`src/design/call_dispatch_pkg.sv`:
```
// constants shared by the procedure-call dispatch block and its bench
// assumes a 32-bit classic wishbone register bus and a 32-bit word memory port
package call_dispatch_pkg;

    ////////////////////////////////////////////////////////////////////////////
    // register byte offsets
    localparam logic [7:0]  REG_CMD         = 8'h00;
    localparam logic [7:0]  REG_OPERAND     = 8'h04;
    localparam logic [7:0]  REG_IP          = 8'h08;
    localparam logic [7:0]  REG_PROCESSOR_CONTROL_BLOCK        = 8'h0C;
    localparam logic [7:0]  REG_SP          = 8'h10;
    localparam logic [7:0]  REG_FP          = 8'h14;
    localparam logic [7:0]  REG_STATUS      = 8'h18;
    localparam logic [7:0]  REG_TARGET      = 8'h1C;
    localparam logic [7:0]  REG_RETTYPE     = 8'h20;
    localparam logic [7:0]  REG_TBASE       = 8'h24;
    localparam logic [7:0]  REG_SSP         = 8'h28;
    localparam logic [7:0]  REG_MODE        = 8'h2C;

    ////////////////////////////////////////////////////////////////////////////
    // command register fields
    localparam logic [1:0]  CMD_CALL        = 2'h0;
    localparam logic [1:0]  CMD_CALLX       = 2'h1;
    localparam logic [1:0]  CMD_CALLS       = 2'h2;
    localparam logic [1:0]  CMD_INIT        = 2'h3;
    localparam int          CMD_FAULT_BIT   = 2;

    // status and mode field positions
    localparam int          ST_BUSY         = 0;
    localparam int          ST_SUPER        = 1;
    localparam int          ST_TRACE        = 2;
    localparam int          ST_RANGE_ERR    = 3;
    localparam int          ST_RSVD_ERR     = 4;
    localparam int          ST_TYPE_LSB     = 8;
    localparam int          MODE_SUPER      = 0;
    localparam int          MODE_TRACE      = 1;

    ////////////////////////////////////////////////////////////////////////////
    // procedure table layout
    localparam logic [1:0]  ENTRY_LOCAL     = 2'h0;
    localparam logic [1:0]  ENTRY_SUPER     = 2'h2;
    localparam logic [2:0]  RET_LOCAL       = 3'h0;
    localparam logic [2:0]  RET_FAULT       = 3'h1;
    localparam logic [1:0]  RET_SUPER_HI    = 2'h1;
    localparam logic [31:0] TABLE_BYTES     = 32'h0000_0440;
    localparam logic [31:0] TABLE_ENTRIES   = 32'h0000_0104;
    localparam logic [31:0] TABLE_SSP_OFF   = 32'h0000_000C;
    localparam logic [31:0] TABLE_ENTRY_OFF = 32'h0000_0030;
    localparam logic [31:0] PROCESSOR_CONTROL_BLOCK_TABLE_OFF  = 32'h0000_0014;
    localparam int          DISP_W          = 24;

    // frame geometry and reset values
    localparam logic [31:0] FRAME_BYTES     = 32'h0000_0040;
    localparam logic [31:0] ALIGN_ADD       = 32'h0000_000F;
    localparam logic [31:0] ALIGN_MASK      = 32'hFFFF_FFF0;
    localparam logic [31:0] WORD_MASK       = 32'hFFFF_FFFC;
    localparam logic [31:0] RST_WORD        = 32'h0000_0000;
    localparam logic [31:0] RST_PROCESSOR_CONTROL_BLOCK        = 32'h0000_0000;

endpackage : call_dispatch_pkg

```
`src/design/call_dispatch.sv`:
```
// procedure-call dispatch: local calls, table calls, supervisor stack switch
// assumes a classic wishbone master and a memory that answers word reads
`timescale 1ns/1ps

// What this block does
// call target is ip plus signed 24-bit displacement
// extended call takes full 32-bit relative target
// local calls keep the current stack
// table call indexes table by procedure number
// procedure numbers limited to 260 entries
// table base read from control block at init
// entry upper 30 bits address, low 2 type
// type 00 system-local, 10 supervisor, others reserved
// supervisor call from user switches stacks
// supervisor stack base cached once at init
// stack base word part rounded up to 16
// switch loads trace enable from table bit
// type 00 calls on current stack, same mode
// switch saves old trace bit in return type
// no switch: return type 000 or 001
// entry target has its type bits cleared
module call_dispatch
(
    input  wire logic        clk_i,
    input  wire logic        rst_i,
    input  wire logic        cyc_i,
    input  wire logic        stb_i,
    input  wire logic        we_i,
    input  wire logic [7:0]  adr_i,
    input  wire logic [3:0]  sel_i,
    input  wire logic [31:0] dat_i,
    output logic      [31:0] dat_o,
    output logic             ack_o,
    output logic             mem_req_o,
    output logic      [31:0] mem_addr_o,
    input  wire logic        mem_ack_i,
    input  wire logic [31:0] mem_data_i,
    output logic             supervisor_mode_o,
    output logic             trace_enable_bit_o
);

    typedef enum logic [3:0]
    {
        ST_IDLE  = 4'b0001,
        ST_PROCESSOR_CONTROL_BLOCK  = 4'b0010,
        ST_SSP   = 4'b0100,
        ST_FETCH = 4'b1000
    } state_t;

    state_t      state_reg;
    logic [31:0] operand_reg;
    logic [31:0] instruction_pointer;
    logic [31:0] processor_control_block;
    logic [31:0] stack_pointer_reg;
    logic [31:0] frame_pointer_reg;
    logic [31:0] target_reg;
    logic [2:0]  ret_type_reg;
    logic [31:0] table_base_reg;
    logic [31:0] supervisor_stack_base;
    logic        trace_ctl_reg;
    logic        super_reg;
    logic        trace_reg;
    logic        range_err_reg;
    logic        rsvd_err_reg;
    logic [1:0]  type_reg;
    logic        fault_reg;
    logic        boot_reg;
    logic        wr_go;
    logic        cmd_go;
    logic [1:0]  cmd_kind;
    logic        entry_ack;
    logic [1:0]  entry_type;
    logic        do_switch;
    logic [31:0] local_fp;
    logic [31:0] super_fp;
    logic [31:0] disp_ext;
    logic [31:0] wmask;

    localparam int DISP_W_M1       = call_dispatch_pkg::DISP_W - 1;
    localparam int CMD_FAULT_BIT_I = call_dispatch_pkg::CMD_FAULT_BIT;
    localparam int MODE_SUPER_I    = call_dispatch_pkg::MODE_SUPER;
    localparam int MODE_TRACE_I    = call_dispatch_pkg::MODE_TRACE;

    ////////////////////////////////////////////////////////////////////////////
    // bus slave: one wait state, writes land on the ack edge

    assign wr_go    = ack_o && cyc_i && stb_i && we_i;
    assign cmd_go   = wr_go && adr_i == call_dispatch_pkg::REG_CMD && sel_i[0]
                      && state_reg == ST_IDLE;
    assign cmd_kind = dat_i[1:0];
    assign wmask    = {{8{sel_i[3]}}, {8{sel_i[2]}}, {8{sel_i[1]}}, {8{sel_i[0]}}};

    always_ff @(posedge clk_i)
    begin
        if (rst_i)
            ack_o <= 1'b0;
        else
            ack_o <= cyc_i && stb_i && !ack_o;
    end

    always_ff @(posedge clk_i)
    begin
        if (rst_i)
            dat_o <= call_dispatch_pkg::RST_WORD;
        else if (cyc_i && stb_i && !ack_o)
        begin
            unique case (adr_i)
                call_dispatch_pkg::REG_OPERAND: dat_o <= operand_reg;
                call_dispatch_pkg::REG_IP:      dat_o <= instruction_pointer;
                call_dispatch_pkg::REG_PROCESSOR_CONTROL_BLOCK:    dat_o <= processor_control_block;
                call_dispatch_pkg::REG_SP:      dat_o <= stack_pointer_reg;
                call_dispatch_pkg::REG_FP:      dat_o <= frame_pointer_reg;
                call_dispatch_pkg::REG_STATUS:
                    dat_o <= {22'h000000, type_reg, 3'h0, rsvd_err_reg, range_err_reg,
                              trace_reg, super_reg, state_reg != ST_IDLE};
                call_dispatch_pkg::REG_TARGET:  dat_o <= target_reg;
                call_dispatch_pkg::REG_RETTYPE: dat_o <= {29'h00000000, ret_type_reg};
                call_dispatch_pkg::REG_TBASE:   dat_o <= table_base_reg;
                call_dispatch_pkg::REG_SSP:     dat_o <= supervisor_stack_base;
                call_dispatch_pkg::REG_MODE:    dat_o <= {30'h00000000, trace_reg, super_reg};
                default:                        dat_o <= call_dispatch_pkg::RST_WORD;
            endcase
        end
    end

    // operand and control block pointer are plain software registers
    always_ff @(posedge clk_i)
    begin
        if (rst_i)
        begin
            operand_reg             <= call_dispatch_pkg::RST_WORD;
            processor_control_block <= call_dispatch_pkg::RST_PROCESSOR_CONTROL_BLOCK;
        end
        else if (wr_go)
        begin
            if (adr_i == call_dispatch_pkg::REG_OPERAND)
                operand_reg <= (operand_reg & ~wmask) | (dat_i & wmask);
            if (adr_i == call_dispatch_pkg::REG_PROCESSOR_CONTROL_BLOCK)
                processor_control_block <= (processor_control_block & ~wmask)
                                           | (dat_i & wmask);
        end
    end

    ////////////////////////////////////////////////////////////////////////////
    // call arithmetic

    assign disp_ext   = {{8{operand_reg[DISP_W_M1]}}, operand_reg[DISP_W_M1:0]};
    assign entry_ack  = state_reg == ST_FETCH && mem_ack_i;
    assign entry_type = mem_data_i[1:0];
    assign do_switch  = entry_type == call_dispatch_pkg::ENTRY_SUPER && !super_reg;
    assign local_fp   = (stack_pointer_reg + call_dispatch_pkg::ALIGN_ADD)
                        & call_dispatch_pkg::ALIGN_MASK;
    // low two bits dropped before rounding so a sloppy base still lands aligned
    assign super_fp   = ((supervisor_stack_base & call_dispatch_pkg::WORD_MASK)
                        + call_dispatch_pkg::ALIGN_ADD) & call_dispatch_pkg::ALIGN_MASK;

    ////////////////////////////////////////////////////////////////////////////
    // sequencer: init walk and table entry fetch

    always_ff @(posedge clk_i)
    begin
        if (rst_i)
        begin
            state_reg  <= ST_IDLE;
            mem_req_o  <= 1'b0;
            mem_addr_o <= call_dispatch_pkg::RST_WORD;
            boot_reg   <= 1'b1;
        end
        else
        begin
            boot_reg <= 1'b0;
            unique case (state_reg)
                ST_IDLE:
                    if (boot_reg || (cmd_go && cmd_kind == call_dispatch_pkg::CMD_INIT))
                    begin
                        state_reg  <= ST_PROCESSOR_CONTROL_BLOCK;
                        mem_req_o  <= 1'b1;
                        mem_addr_o <= processor_control_block
                                      + call_dispatch_pkg::PROCESSOR_CONTROL_BLOCK_TABLE_OFF;
                    end
                    else if (cmd_go && cmd_kind == call_dispatch_pkg::CMD_CALLS
                             && operand_reg < call_dispatch_pkg::TABLE_ENTRIES)
                    begin
                        state_reg  <= ST_FETCH;
                        mem_req_o  <= 1'b1;
                        mem_addr_o <= table_base_reg + call_dispatch_pkg::TABLE_ENTRY_OFF
                                      + {operand_reg[29:0], 2'b00};
                    end
                ST_PROCESSOR_CONTROL_BLOCK:
                    if (mem_ack_i)
                    begin
                        state_reg  <= ST_SSP;
                        mem_addr_o <= mem_data_i + call_dispatch_pkg::TABLE_SSP_OFF;
                    end
                ST_SSP, ST_FETCH:
                    if (mem_ack_i)
                    begin
                        state_reg <= ST_IDLE;
                        mem_req_o <= 1'b0;
                    end
            endcase
        end
    end

    // cached table pointers; trace control bit shares the stack base word
    always_ff @(posedge clk_i)
    begin
        if (rst_i)
        begin
            table_base_reg        <= call_dispatch_pkg::RST_WORD;
            supervisor_stack_base <= call_dispatch_pkg::RST_WORD;
            trace_ctl_reg         <= 1'b0;
        end
        else if (mem_ack_i && state_reg == ST_PROCESSOR_CONTROL_BLOCK)
            table_base_reg <= mem_data_i;
        else if (mem_ack_i && state_reg == ST_SSP)
        begin
            supervisor_stack_base <= mem_data_i;
            trace_ctl_reg         <= mem_data_i[0];
        end
    end

    ////////////////////////////////////////////////////////////////////////////
    // processor state updated by calls; software may also load ip, sp and mode when idle

    always_ff @(posedge clk_i)
    begin
        if (rst_i)
        begin
            instruction_pointer <= call_dispatch_pkg::RST_WORD;
            stack_pointer_reg   <= call_dispatch_pkg::RST_WORD;
            frame_pointer_reg   <= call_dispatch_pkg::RST_WORD;
            target_reg          <= call_dispatch_pkg::RST_WORD;
            ret_type_reg        <= call_dispatch_pkg::RET_LOCAL;
            super_reg           <= 1'b0;
            trace_reg           <= 1'b0;
            range_err_reg       <= 1'b0;
            rsvd_err_reg        <= 1'b0;
            type_reg            <= call_dispatch_pkg::ENTRY_LOCAL;
            fault_reg           <= 1'b0;
        end
        else if (cmd_go)
        begin
            range_err_reg <= 1'b0;
            rsvd_err_reg  <= 1'b0;
            fault_reg     <= dat_i[CMD_FAULT_BIT_I];
            if (cmd_kind == call_dispatch_pkg::CMD_CALL || cmd_kind == call_dispatch_pkg::CMD_CALLX)
            begin
                // local calls never touch mode or stack selection
                instruction_pointer <= instruction_pointer + ((cmd_kind
                                       == call_dispatch_pkg::CMD_CALL) ? disp_ext
                                       : operand_reg);
                target_reg          <= instruction_pointer + ((cmd_kind
                                       == call_dispatch_pkg::CMD_CALL) ? disp_ext
                                       : operand_reg);
                frame_pointer_reg   <= local_fp;
                stack_pointer_reg   <= local_fp + call_dispatch_pkg::FRAME_BYTES;
                ret_type_reg        <= call_dispatch_pkg::RET_LOCAL;
            end
            else if (cmd_kind == call_dispatch_pkg::CMD_CALLS
                     && operand_reg >= call_dispatch_pkg::TABLE_ENTRIES)
                range_err_reg <= 1'b1;
        end
        else if (entry_ack)
        begin
            type_reg <= entry_type;
            if (entry_type == call_dispatch_pkg::ENTRY_LOCAL
                || entry_type == call_dispatch_pkg::ENTRY_SUPER)
            begin
                instruction_pointer <= mem_data_i & call_dispatch_pkg::WORD_MASK;
                target_reg          <= mem_data_i & call_dispatch_pkg::WORD_MASK;
                if (do_switch)
                begin
                    super_reg         <= 1'b1;
                    trace_reg         <= trace_ctl_reg;
                    ret_type_reg      <= {call_dispatch_pkg::RET_SUPER_HI, trace_reg};
                    frame_pointer_reg <= super_fp;
                    stack_pointer_reg <= super_fp + call_dispatch_pkg::FRAME_BYTES;
                end
                else
                begin
                    ret_type_reg      <= fault_reg ? call_dispatch_pkg::RET_FAULT
                                         : call_dispatch_pkg::RET_LOCAL;
                    frame_pointer_reg <= local_fp;
                    stack_pointer_reg <= local_fp + call_dispatch_pkg::FRAME_BYTES;
                end
            end
            else
                rsvd_err_reg <= 1'b1;
        end
        else if (wr_go && state_reg == ST_IDLE)
        begin
            if (adr_i == call_dispatch_pkg::REG_IP)
                instruction_pointer <= (instruction_pointer & ~wmask) | (dat_i & wmask);
            if (adr_i == call_dispatch_pkg::REG_SP)
                stack_pointer_reg <= (stack_pointer_reg & ~wmask) | (dat_i & wmask);
            if (adr_i == call_dispatch_pkg::REG_MODE && sel_i[0])
            begin
                super_reg <= dat_i[MODE_SUPER_I];
                trace_reg <= dat_i[MODE_TRACE_I];
            end
        end
    end

    assign supervisor_mode_o  = super_reg;
    assign trace_enable_bit_o = trace_reg;
endmodule : call_dispatch

```
`config.mk`:
```
export PLATFORM = sky130hd
export DESIGN_NAME = call_dispatch
export DESIGN_NICKNAME = d
export VERILOG_FILES = /design/src/design/call_dispatch_pkg.sv /design/src/design/call_dispatch.sv
export SDC_FILE = /design/constraint.sdc
export NUM_CORES = 1
export LEC_CHECK = 0
export BUFFER_PORTS_ARGS = -buffer_cell sky130_fd_sc_hd__buf_2
export CORE_MARGIN = 2
export CORE_UTILIZATION = 30
export CTS_BUF_LIST = sky130_fd_sc_hd__clkbuf_8
export CTS_CLUSTER_SIZE = 28
export DETAILED_ROUTE_END_ITERATION = 16
export GPL_ROUTABILITY_DRIVEN = 1
export GPL_TIMING_DRIVEN = 1
export PLACE_DENSITY = 0.52
export SETUP_SLACK_MARGIN = 0.3
export SYNTH_ARGS = -nofsm -noshare
export SYNTH_HDL_FRONTEND = slang
export SYNTH_SLANG_ARGS = --single-unit
```
`constraint.sdc`:
```
create_clock -name clk_i -period 4.7 [get_ports clk_i]
set_input_delay 0.47 -clock clk_i [delete_from_list [all_inputs] [get_ports clk_i]]
set_output_delay 0.47 -clock clk_i [all_outputs]
set_load 0.03 [all_outputs]
```
# [After elaboration in Yosys (flattened, before gate mapping)]
# Index checks and enable logic that the tools add are counted.
[word_totals] reg_bits=338 latchBits=0 ramBits=0 rom_bits=0 input_bits=82 out_inout_bits=68 word_cells=176 n_memories=0
[classes] addsub=9 multipliers=0 n_div=0 order_cmp=2 n_eq_ne=27 n_shift=0 muxes=54 bitwise_logic=13 reduce_logical=49
[ops] operator="32-bit 2-to-1 mux" n=24
[ops] operator="32-bit case mux with 11 select lines" n=1
[ops] operator="32-bit bitwise AND" n=5
[ops] operator="32-bit OR" n=4
[ops] operator="32-bit by 4-bit adder with 32-bit output, second input constant" n=3
[ops] operator="32-bit adder" n=2
[ops] operator="32-bit by 7-bit adder with 32-bit output, second input constant" n=2
[ops] operator="32-bit case mux with 2 select lines" n=1
[ops] operator="32-bit by 5-bit adder with 32-bit output, second input constant" n=1
[ops] operator="32-bit by 6-bit adder with 32-bit output, second input constant" n=1
[ops] operator="8-bit by 5-bit == test with 1-bit output, second input constant" n=4
[ops] operator="8-bit by 6-bit == test with 1-bit output, second input constant" n=4
[ops] operator="32-bit by 9-bit >= comparator with 1-bit output, second input constant" n=1
[ops] operator="32-bit by 9-bit less-than comparator with 1-bit output, second input constant" n=1
[ops] operator="32-bit inverter" n=1
[ops] operator="1-bit logical AND" n=18
[ops] operator="1-bit 2-to-1 mux" n=17
[ops] operator="8-bit by 4-bit == test with 1-bit output, second input constant" n=2
[ops] operator="4-bit 2-to-1 mux" n=4
[ops] operator="3-bit 2-to-1 mux" n=4
[ops] operator="4-bit case mux with 3 select lines" n=1
[ops] operator="3-bit AND reduction" n=4
[ops] operator="2-bit nonzero test" n=6
[ops] operator="2-bit AND reduction" n=5
[ops] operator="23 further kinds" n=38

# [Logic depth before layout (Yosys ltp)]
# Gate-level depths: netlist of the first run.
[depth] depth_word=11 depth_mapped=15 depth_no_buf=13

# [Worst setup path after synthesis of the first run]
# Ideal clock, no wire load.
[synth_timing] kind="register -> register" startpoint="reg supervisor_stack_base[4]" endpoint="reg with a tool-made name" setup_ns=0.091 arrival_ns=3.177 t_required_ns=4.609 setup_slack_ns=1.432 path_stages_with_launch=16 n_path_buf=3 period_less_slack_ns=3.268 path_cell_list="dfxtp_1 clkbuf_2 o2111ai_1 buf_2 xnor2_1 ha_1 nand4_1 nor4b_1 o221ai_1 or3b_1 clkbuf_1 nor3_2 and3_1 xnor2_1 a22oi_1 a311oi_1"
[synth_rtl] item="start: declaration" line_no="call_dispatch.sv:59" source="logic [31:0] supervisor_stack_base;"
[synth_rtl] item="start signal: assignment" line_no="call_dispatch.sv:211" source="supervisor_stack_base <= call_dispatch_pkg::RST_WORD;"
[synth_rtl] item="start signal: assignment" line_no="call_dispatch.sv:218" source="supervisor_stack_base <= mem_data_i;"

==> impl.org, run 1 <==
** Job
- Max-cap violation count :: 0

** Synth
- The synthesized netlist devotes 7.264% of its cell area to XOR and XNOR gates.
- Yosys warning count :: 0
- Sequential cells were found to cover 30.63% of the synthesized design area.
- Summing the areas of all and, or, nand and nor instances in the mapped netlist gives 23.11% of the synthesized area.
- Of the post-synthesis cell area, the part taken by muxes is 0.5592%.
- Share of synthesized cell area in full adder, half adder and majority cells :: 5.489%
- Counting every instance in the synthesized netlist gives 2,925.
- In this run the cell area of the synthesized design comes to 0.02170 sq mm.
- Share of the synthesized area in compound gates (AO/OA/AOI/OAI) :: 27.96%
- Number of distinct standard cells referenced by the synthesized netlist :: 85
- Syn nets :: 3,101
- Top_reg_cell synth :: dfxtp_1
- Post-synth ARST share :: 0%
- The largest total area in the synthesized netlist belongs to dfxtp_1.
- After synthesis, the largest area contributor takes up 30.63% of total cell area.
- By area, the combinational part of the netlist is dominated by compound AO/OA/AOI/OAI gates.
- Dividing the synthesized area by the synthesized cell count gives 7.420 sq um.
- Area contributors post-synth :: dfxtp_1 (31%), a21oi_1 (7.6%), nand2_1 (7.5%)
- In this run, synthesis inferred 0 flip-flops with an integrated enable.
- In this run, synthesis produced a sequential element count of 332.

** Detailed routing
- Met2 wire length :: 39,450 um
- After the first detailed-routing iteration, the DRC count stood at 2,832.
- In the final routed layout, each cell accounts on average for 23.58 um.
- The routed layout has 22,946 vias.
- Signal routing reaches up to met5.
- The routed design uses 8805 um of met3 wire.
- The routed design has 92,970 um of wire.
- DRC Markers :: 0
- Post-detailed-route via-to-cell ratio :: 5.821
- Wire length the detailed router placed on met1 :: 42,540 um
- Final antenna-violating net count :: 0
- Before antenna repair, the detailed router went through 9 iterations.

** Critical path
- Element type at the critical path start :: flip-flop
- Worst reg-to-reg setup slack :: 0.81 ns
- The critical path starts at state_reg[3]$_SDFFE_PP0P_.
- Bufs and invs on worst path :: 2
- Worst EP arrival :: 4.46 ns
- Along the worst path, the maximum fanout reaches 12.
- CP max-delay cell :: nor4b_2
- The startpoint identified for the worst register-to-register timing path is state_reg[3]$_SDFFE_PP0P_.
- Crit path max-delay family :: simple AND/OR/NAND/NOR gates
- Required @ worst endpoint :: 5.27 ns
- The worst register-to-register path has a depth of 11.
- Critical path, cell by cell :: nor4b_2 > buf_4 > nand4b_1 > o21ai_0 > buf_4 > nor2_1 > nor2_1 > o21ai_1 > a221oi_1 > o21ai_0 > o211a_1
- Stages on worst setup path :: 11
- Critical path capture point type :: flip-flop
- Highest cell delay on the worst timing path :: 0.56 ns
- By startpoint and endpoint, the worst setup path is classified as flip-flop to flip-flop.

** STA
- Achievable Freq :: 256.9 MHz
- The worst pin sits at a relative slew slack of 12.40%.
- On the final layout, the worst hold slack is 0.1252 ns.
- Period utilization :: 82.83%
- Unrepaired setup endpoints after global routing :: false
- Number of max-slew violations in the final report :: 0
- Summed over all failing endpoints, the final setup total negative slack is 0 ns.
- Transition time at the pin with the least slew margin :: 1.313 ns
- The number of endpoints with negative hold slack in the final report came to 0.
- For the final database, setup skew stands at 0.02713 ns.
- The smallest clock period supported by the final layout is computed as 3.893 ns.
- Final setup vio count :: 0

** Global routing
- Global-route wire length before repair :: 136,900 um
- The total overflow left after global routing is 0.
- The number of antenna violations at the first check in global routing is 2.
- Entering global routing, the biggest net connects 159 pins.
- The number of global-route vias before repair came to 20,886.
- Global routing consumed, over all layers together, 24.10% of the routing resources.

** Hold path
- Path category of the worst min-delay check :: input port to flip-flop
- Number of cells on the worst hold path :: 2

** Clock tree
- The number of setup buffers added after CTS is 0.
- Clock transition time at the flip-flop clock pins of the worst setup and hold paths :: 0.06 ns
- Worst-skew pair later-pin latency :: 0.70 ns
- CTS saw 332 sinks.
- TritonCTS clock tree :: built
- CTS built an H-tree with a depth of 2.
- TritonCTS created 59 clock buffers.
- The tree is rooted in a clkbuf_8.
- CTS Buffer Depth :: 3

** Die
- Vertical die dimension :: 273.0 um
- The die covers 0.07451 sq mm.
- Top-level I/O count :: 150
- Width of the die :: 273.0 um
- Floorplan core area :: 0.07161 sq mm
- Once the floorplan was initialized, standard cells occupied 30.31% of the core.
- The floorplan has 98 rows.

** Run status
- The run finished with clean final reports.

** Layout
- Growth of design area from synthesis to finish :: 13.46%
- After the last flow step, the layout net total stands at 3,123.
- In the final layout, the share of cells above drive strength 1 is 11.30%.
- Summing all multi-input logic gate instances after layout gives 0.01408 sq mm.
- Fillers :: 7,703
- Most frequent cells in the layout :: nand2_1 (431), dfxtp_1 (332), a21oi_1 (328)
- Most frequent standard cell in the layout excluding fill and tap cells :: nand2_1
- Register cell area after layout :: 0.006646 sq mm

** Power
- The worst-case IR drop observed on VDD is 200.6 uV.
- In this run the static leakage power is 8.712 nW.
- In this run the power density over the cells is 276.1 mW/mm^2.

** Placed design
- Number of input and output port buffers inserted :: 149
- Detailed placement finished with a half-perimeter wire length of 69,960 um.
- Routability-driven placement finished with a final weighted congestion of 0.9579.
-- how the worst min path moves through the flow --
| stage | startpoint | end | slack (ns) |
|---|---|---|---|
| 3_5_place_dp | mem_addr_o[4]$_SDFFE_PP0P_ | mem_addr_o[4]$_SDFFE_PP0P_ | 0.44 |
| 4_1_cts | mem_data_i[1] | table_base_reg[1]$_SDFFE_PP0P_ | 0.07 |
| 5_1_grt | mem_data_i[1] | table_base_reg[1]$_SDFFE_PP0P_ | 0.09 |
| 3_3_place_gp | mem_addr_o[6]$_SDFFE_PP0P_ | mem_addr_o[6]$_SDFFE_PP0P_ | 0.44 |
| 6_report | rst_i | dat_o[15]$_SDFFE_PP0P_ | 0.13 |
| 2_1_floorplan | fault_reg$_SDFFE_PP0N_ | fault_reg$_SDFFE_PP0N_ | 0.43 |
-- repair_timing --
item,CTS,global route
gates resized for setup,0,1
endpoints found under the setup margin,0,1
endpoints found under the hold margin,0,0
hold buffers,0,0
-- power breakdown --
part / total [mW] / switching (mW) / internal, mW
registers: 2.88 / 0.0315 / 2.85
logic: 0.605 / 0.451 / 0.154
clock network: 3.31 / 1.38 / 1.93
total: 6.80 / 1.87 / 4.93
-- metrics by stage --
step / power (mW) / area (sq um) / utilization [%] / setup WS, ns / std cells
floorplan: 3.274 / 21700 / - / 1.432 / 2925
global placement: 3.541 / 23210 / 32.41 / 0.7223 / 3836
detailed placement: 3.539 / 23210 / 32.41 / 0.5956 / 3836
CTS: 6.837 / 24610 / 34.37 / 0.6376 / 3941
global route: 7.012 / 24620 / 34.38 / 0.4998 / 3942
finish: 6.798 / 24620 / 34.38 / 0.8070 / 3942
-- synthesized netlist by cell type, types with 52 or more instances --
cell and instances:
xor2_1 78, a21oi_1 328, clkbuf_1 212, nor3_1 65, ha_1 92, nand2_1 432
o21ai_0 108, a222oi_1 59, xnor2_1 102, a211oi_1 66, o211ai_1 52, nor2_1 279
a22oi_1 67, nand3_1 141, dfxtp_1 332
-- worst register-to-register path: cells and delay by family (launching register included) --
| kind | cells | cell delay, ns |
|---|---|---|
| buf+inv | 2 | 0.50 |
| flops | 1 | 0.43 |
| compound gates | 5 | 1.29 |
| simple gates | 4 | 1.56 |
-- cells by family after synthesis --
logic type | count (synthesis)
AND/OR/NAND/NOR | 1105
XOR/XNOR | 180
AO/OA/AOI/OAI | 921
adder cells (fa/ha/maj) | 94
buffers and inverters | 281
flip-flops | 332
multiplexers | 12
-- metal layers --
| metal | GRT usage [%] | up-vias |
|---|---|---|
| met5 | 0 | - |
| met4 | 6.040 | 2 |
| met2 | 36.21 | 1113 |
| met1 | 34.94 | 10903 |
| li1 | - | 10793 |
| met3 | 4.797 | 135 |
-- layout make-up --
cell class | instances | share of cell area (%)
inverters | 46 | 0.7013
repair buffers | 196 | 4.604
well taps | 950 | 4.827
flip-flops and latches | 332 | 26.99
multi-input cells | 2312 | 57.17
clock inverters | 34 | 1.728
clock buffers | 71 | 3.969
diodes | 1 | 0.01016
(Power assumes the default switching activity.)
==> run 2, diff against run 1 <==
--- a/config.mk
+++ b/config.mk
@@ -13,7 +13,7 @@
 export DETAILED_ROUTE_END_ITERATION = 16
 export GPL_ROUTABILITY_DRIVEN = 1
 export GPL_TIMING_DRIVEN = 1
-export PLACE_DENSITY = 0.52
+export PLACE_DENSITY = 0.54
 export SETUP_SLACK_MARGIN = 0.3
 export SYNTH_ARGS = -nofsm -noshare
 export SYNTH_HDL_FRONTEND = slang
==> constraint.sdc (replaced) <==
create_clock -name clk_i -period 3.3 [get_ports clk_i]
set_input_delay 0.33 -clock clk_i [delete_from_list [all_inputs] [get_ports clk_i]]
set_output_delay 0.33 -clock clk_i [all_outputs]
set_load 0.03 [all_outputs]
==> run 2 against run 1 <==
  * Total power is 48% higher
  * Combinational power is 64% higher
  * Clock skew is 0.011 ns higher
  * Critical path depth stayed put
  * Maximum frequency is 21% higher
  * Final cell count is 5.6% higher
  * Worst setup slack worse by 0.71 ns
  * Sequential share of layout area is 2.5 points lower
  * Non-clock buffer count is 214 higher
  * Register-to-register slack worse by 0.71 ns
  * Flip-flop and latch count stayed put
  * Largest power group unchanged
==> impl.org, run 2 (synthesis results as in run 1) <==
** Die
- Initial cell density of the core :: 30.31% (unchanged)
- Floorplan core area :: 0.07161 sq mm (unchanged)
- Vertical die dimension :: 273.0 um (unchanged)
- The standard-cell row count is 98 (unchanged).
- Width of the die :: 273.0 um (unchanged)
- The I/O pin count came to 150 (unchanged).
- The floorplan die area is 0.07451 sq mm (unchanged).

** Critical path
- Critical Path Fanout Max :: 4 (-8)
- Crit. Startpoint :: stack_pointer_reg[0]$_SDFFE_PP0P_
- Bufs and invs on worst path :: 0 (-2)
- STA classifies the critical path endpoint as a flip-flop.
- Crit path max-delay family :: simple AND/OR/NAND/NOR gates
- The setup slack on the worst flop-to-flop path is 0.09 ns (-0.71 ns).
- The slowest stage of the critical path is the o41a_4 cell.
- STA classifies the critical path startpoint as a flip-flop.
- The depth of the most critical reg-to-reg path came to 11 (unchanged).
- Required @ worst endpoint :: 3.88 ns (-1.39 ns)
- The largest stage delay on the critical path is 0.49 ns (-0.07 ns).
- The startpoint identified for the worst register-to-register timing path is stack_pointer_reg[0]$_SDFFE_PP0P_.
- Worst EP arrival :: 3.79 ns (-0.67 ns)
- The worst setup path is of the flip-flop to flip-flop kind.
- Critical path, cell by cell :: o41a_4 > and2_4 > xor2_2 > ha_2 > nand2_2 > or4_4 > or3_4 > nor4b_4 > xor2_1 > a22oi_1 > a311oi_2

** Clock tree
- Worst-skew pair later-pin latency :: 0.70 ns (about the same)
- TritonCTS clock tree :: built
- In this run the clock root is driven by a clkbuf_8.
- Clock transition time at the flip-flop clock pins of the worst setup and hold paths :: 0.07 ns (about the same)
- The clock buffer count from CTS came to 60 (+1.7%).
- The buffer levels on the longest clock path came to 3 (unchanged).
- The clock sink count was 332 (unchanged).
- The maximum level of the CTS H-tree came to 2 (unchanged).

** STA
- Total Negative Setup Slacks :: 0 ns (unchanged)
- Final hold vios :: 0 (unchanged)
- Number of max-slew violations in the final report :: 0 (unchanged)
- The headroom to the max-slew limit came to 43.30% (+31 points).
- The upper clock frequency limit came to 311.7 MHz (+21%).
- Transition time at the pin with the least slew margin :: 0.8472 ns (-0.4654 ns)
- Worst path setup slack after routing :: 0.09214 ns (-0.7148 ns)
- Setup repair after global routing could not meet its margin everywhere.
- Period utilization :: 97.21% (+14 points)
- The post-route worst hold slack was 0.03619 ns (-0.08903 ns).
- The total setup violations reported at the end of the flow is 0 (unchanged).
- The time the worst path needs with I/O delays and setup is 3.208 ns (-0.6852 ns).
- Skew final :: 0.03859 ns (+0.01146 ns)

** Job
- Max-cap violation count :: 0 (unchanged)

** Power
- The total power after layout came to 10.04 mW (+48%).
- Pwr per Cell Area :: 368.3 mW/mm^2 (+33%)
- Peak VDD IR :: 266.7 uV (+33%)
- P_leak :: 9.890 nW (+14%)

** Placed design
- The weighted congestion reported at the end of routability-driven placement was 0.9621 (+0.44%).
- Worst setup slack after placement :: 0.01265 ns (-0.5829 ns)
- Number of input and output port buffers inserted :: 149 (unchanged)
- The post-DP HPWL came to 74,190 um (+6.0%).

** Global routing
- The routing usage on met2 was 38.24% (+2.0 points).
- The wire length of the first global-routing pass was 145,800 um (+6.5%).
- The met1 track demand over resource in global routing came to 37.42% (+2.5 points).
- The overall routing resource usage is 25.73% (+1.6 points).
- Pin count of the biggest net entering global routing :: 79 (-50%)
- After global routing, the most crowded layer is met2.
- Number of global-route vias before repair :: 22,185 (+6.2%)
- Met3 usage in global routing :: 4.877% (+0.079 points)
- GRT overflow :: 0 (unchanged)
- Antenna violations before repair :: 4 (+2)

** Layout
- Register cell area after layout :: 0.006673 sq mm (+0.40%)
- Most frequent standard cell in the layout excluding fill and tap cells :: nand2_1
- The area growth from synthesis to layout is 25.55%.
- The number of fill cells in the layout came to 7,587 (-1.5%).
- Final #Nets :: 3,338 (+6.9%)
- Multi-input gate area in the final layout :: 0.01465 sq mm (+4.1%)
- Share of cells above drive strength 1 :: 19.02% (+7.7 points)
- Most frequent cells in the layout :: nand2_1 (429), a21oi_1 (318), dfxtp_1 (313)

** Detailed routing
- The count of TritonRoute iterations in the first routing pass came to 6 (-3).
- Wirelength per Cell :: 23.88 um (+1.2%)
- Final antenna-violating net count :: 0 (unchanged)
- The detail-routed via count per cell is 5.772 (-0.84%).
- Total number of vias :: 24,029 (+4.7%)
- The initial DRC count is 3,026 (+6.9%).
- DRC Markers :: 0 (unchanged)
- The routed wire length is 99,400 um (+6.9%).

** Run status
- Outcome :: finished, final reports clean

** Hold path
- Startpoint of the lowest-slack hold path :: dat_i[7]
- The tightest min-delay check is of the input port to flip-flop type.
- The number of stages on the worst hold path was 3 (+1).
run 2: metal layers:
metal / vias up / routed length [um]
met1: 11423 / 44920
met2: 1223 / 41670
met3: 151 / 9968
met5: - / 28
li1: 11228 / -
met4: 4 / 2810
run 2: worst max path at each step:
stage                endpoint  cells past startpoint
floorplan           flip-flop                     15
global placement    flip-flop                     11
detailed placement  flip-flop                     12
CTS                 flip-flop                     11
global route        flip-flop                     11
finish              flip-flop                     11
run 2: layout make-up:
type                    count  area share (%)
clock buffers              76           3.839
clock inverters            36           1.644
flip-flops and latches    332           24.49
inverters                  46          0.6337
multi-input cells        2312           53.78
diodes                      1        0.009184
well taps                 950           4.362
repair buffers            410           11.24
run 2: where the power goes:
part	internal, mW	leakage (nW)	switching, mW	total, mW
registers	4.06	2.69	0.0417	4.10
clock network	2.94	0.812	2.00	4.94
logic	0.311	6.39	0.681	0.992
total	7.31	9.89	2.73	10.0
run 2: worst reg2reg max path: cells and delay by family, from the launching register on:
kind	cells	cell delay [ns]
flip-flops	1	0.34
adder cells (fa/ha/maj)	1	0.23
AND/OR/NAND/NOR	5	1.39
AO/OA/AOI/OAI	3	0.82
XOR/XNOR	2	0.33
run 2: timing repair:
action / in CTS / in global routing
cloned: 0 / 0
resized for setup: 40 / 85
hold buffers: 51 / 0
pin swaps: 16 / 49
setup buffers: 6 / 15
endpoints found under the hold margin: 90 / 0
setup endpoints to repair: 35 / 129
run 2: per-stage QoR:
stage,std cells,util (%),cell area [sq um]
after floorplan,2925,-,21800
after global placement,3978,34.26,24540
after detailed placement,3978,34.26,24540
after CTS,4147,37.33,26730
after global routing,4163,38.05,27250
final,4163,38.05,27250
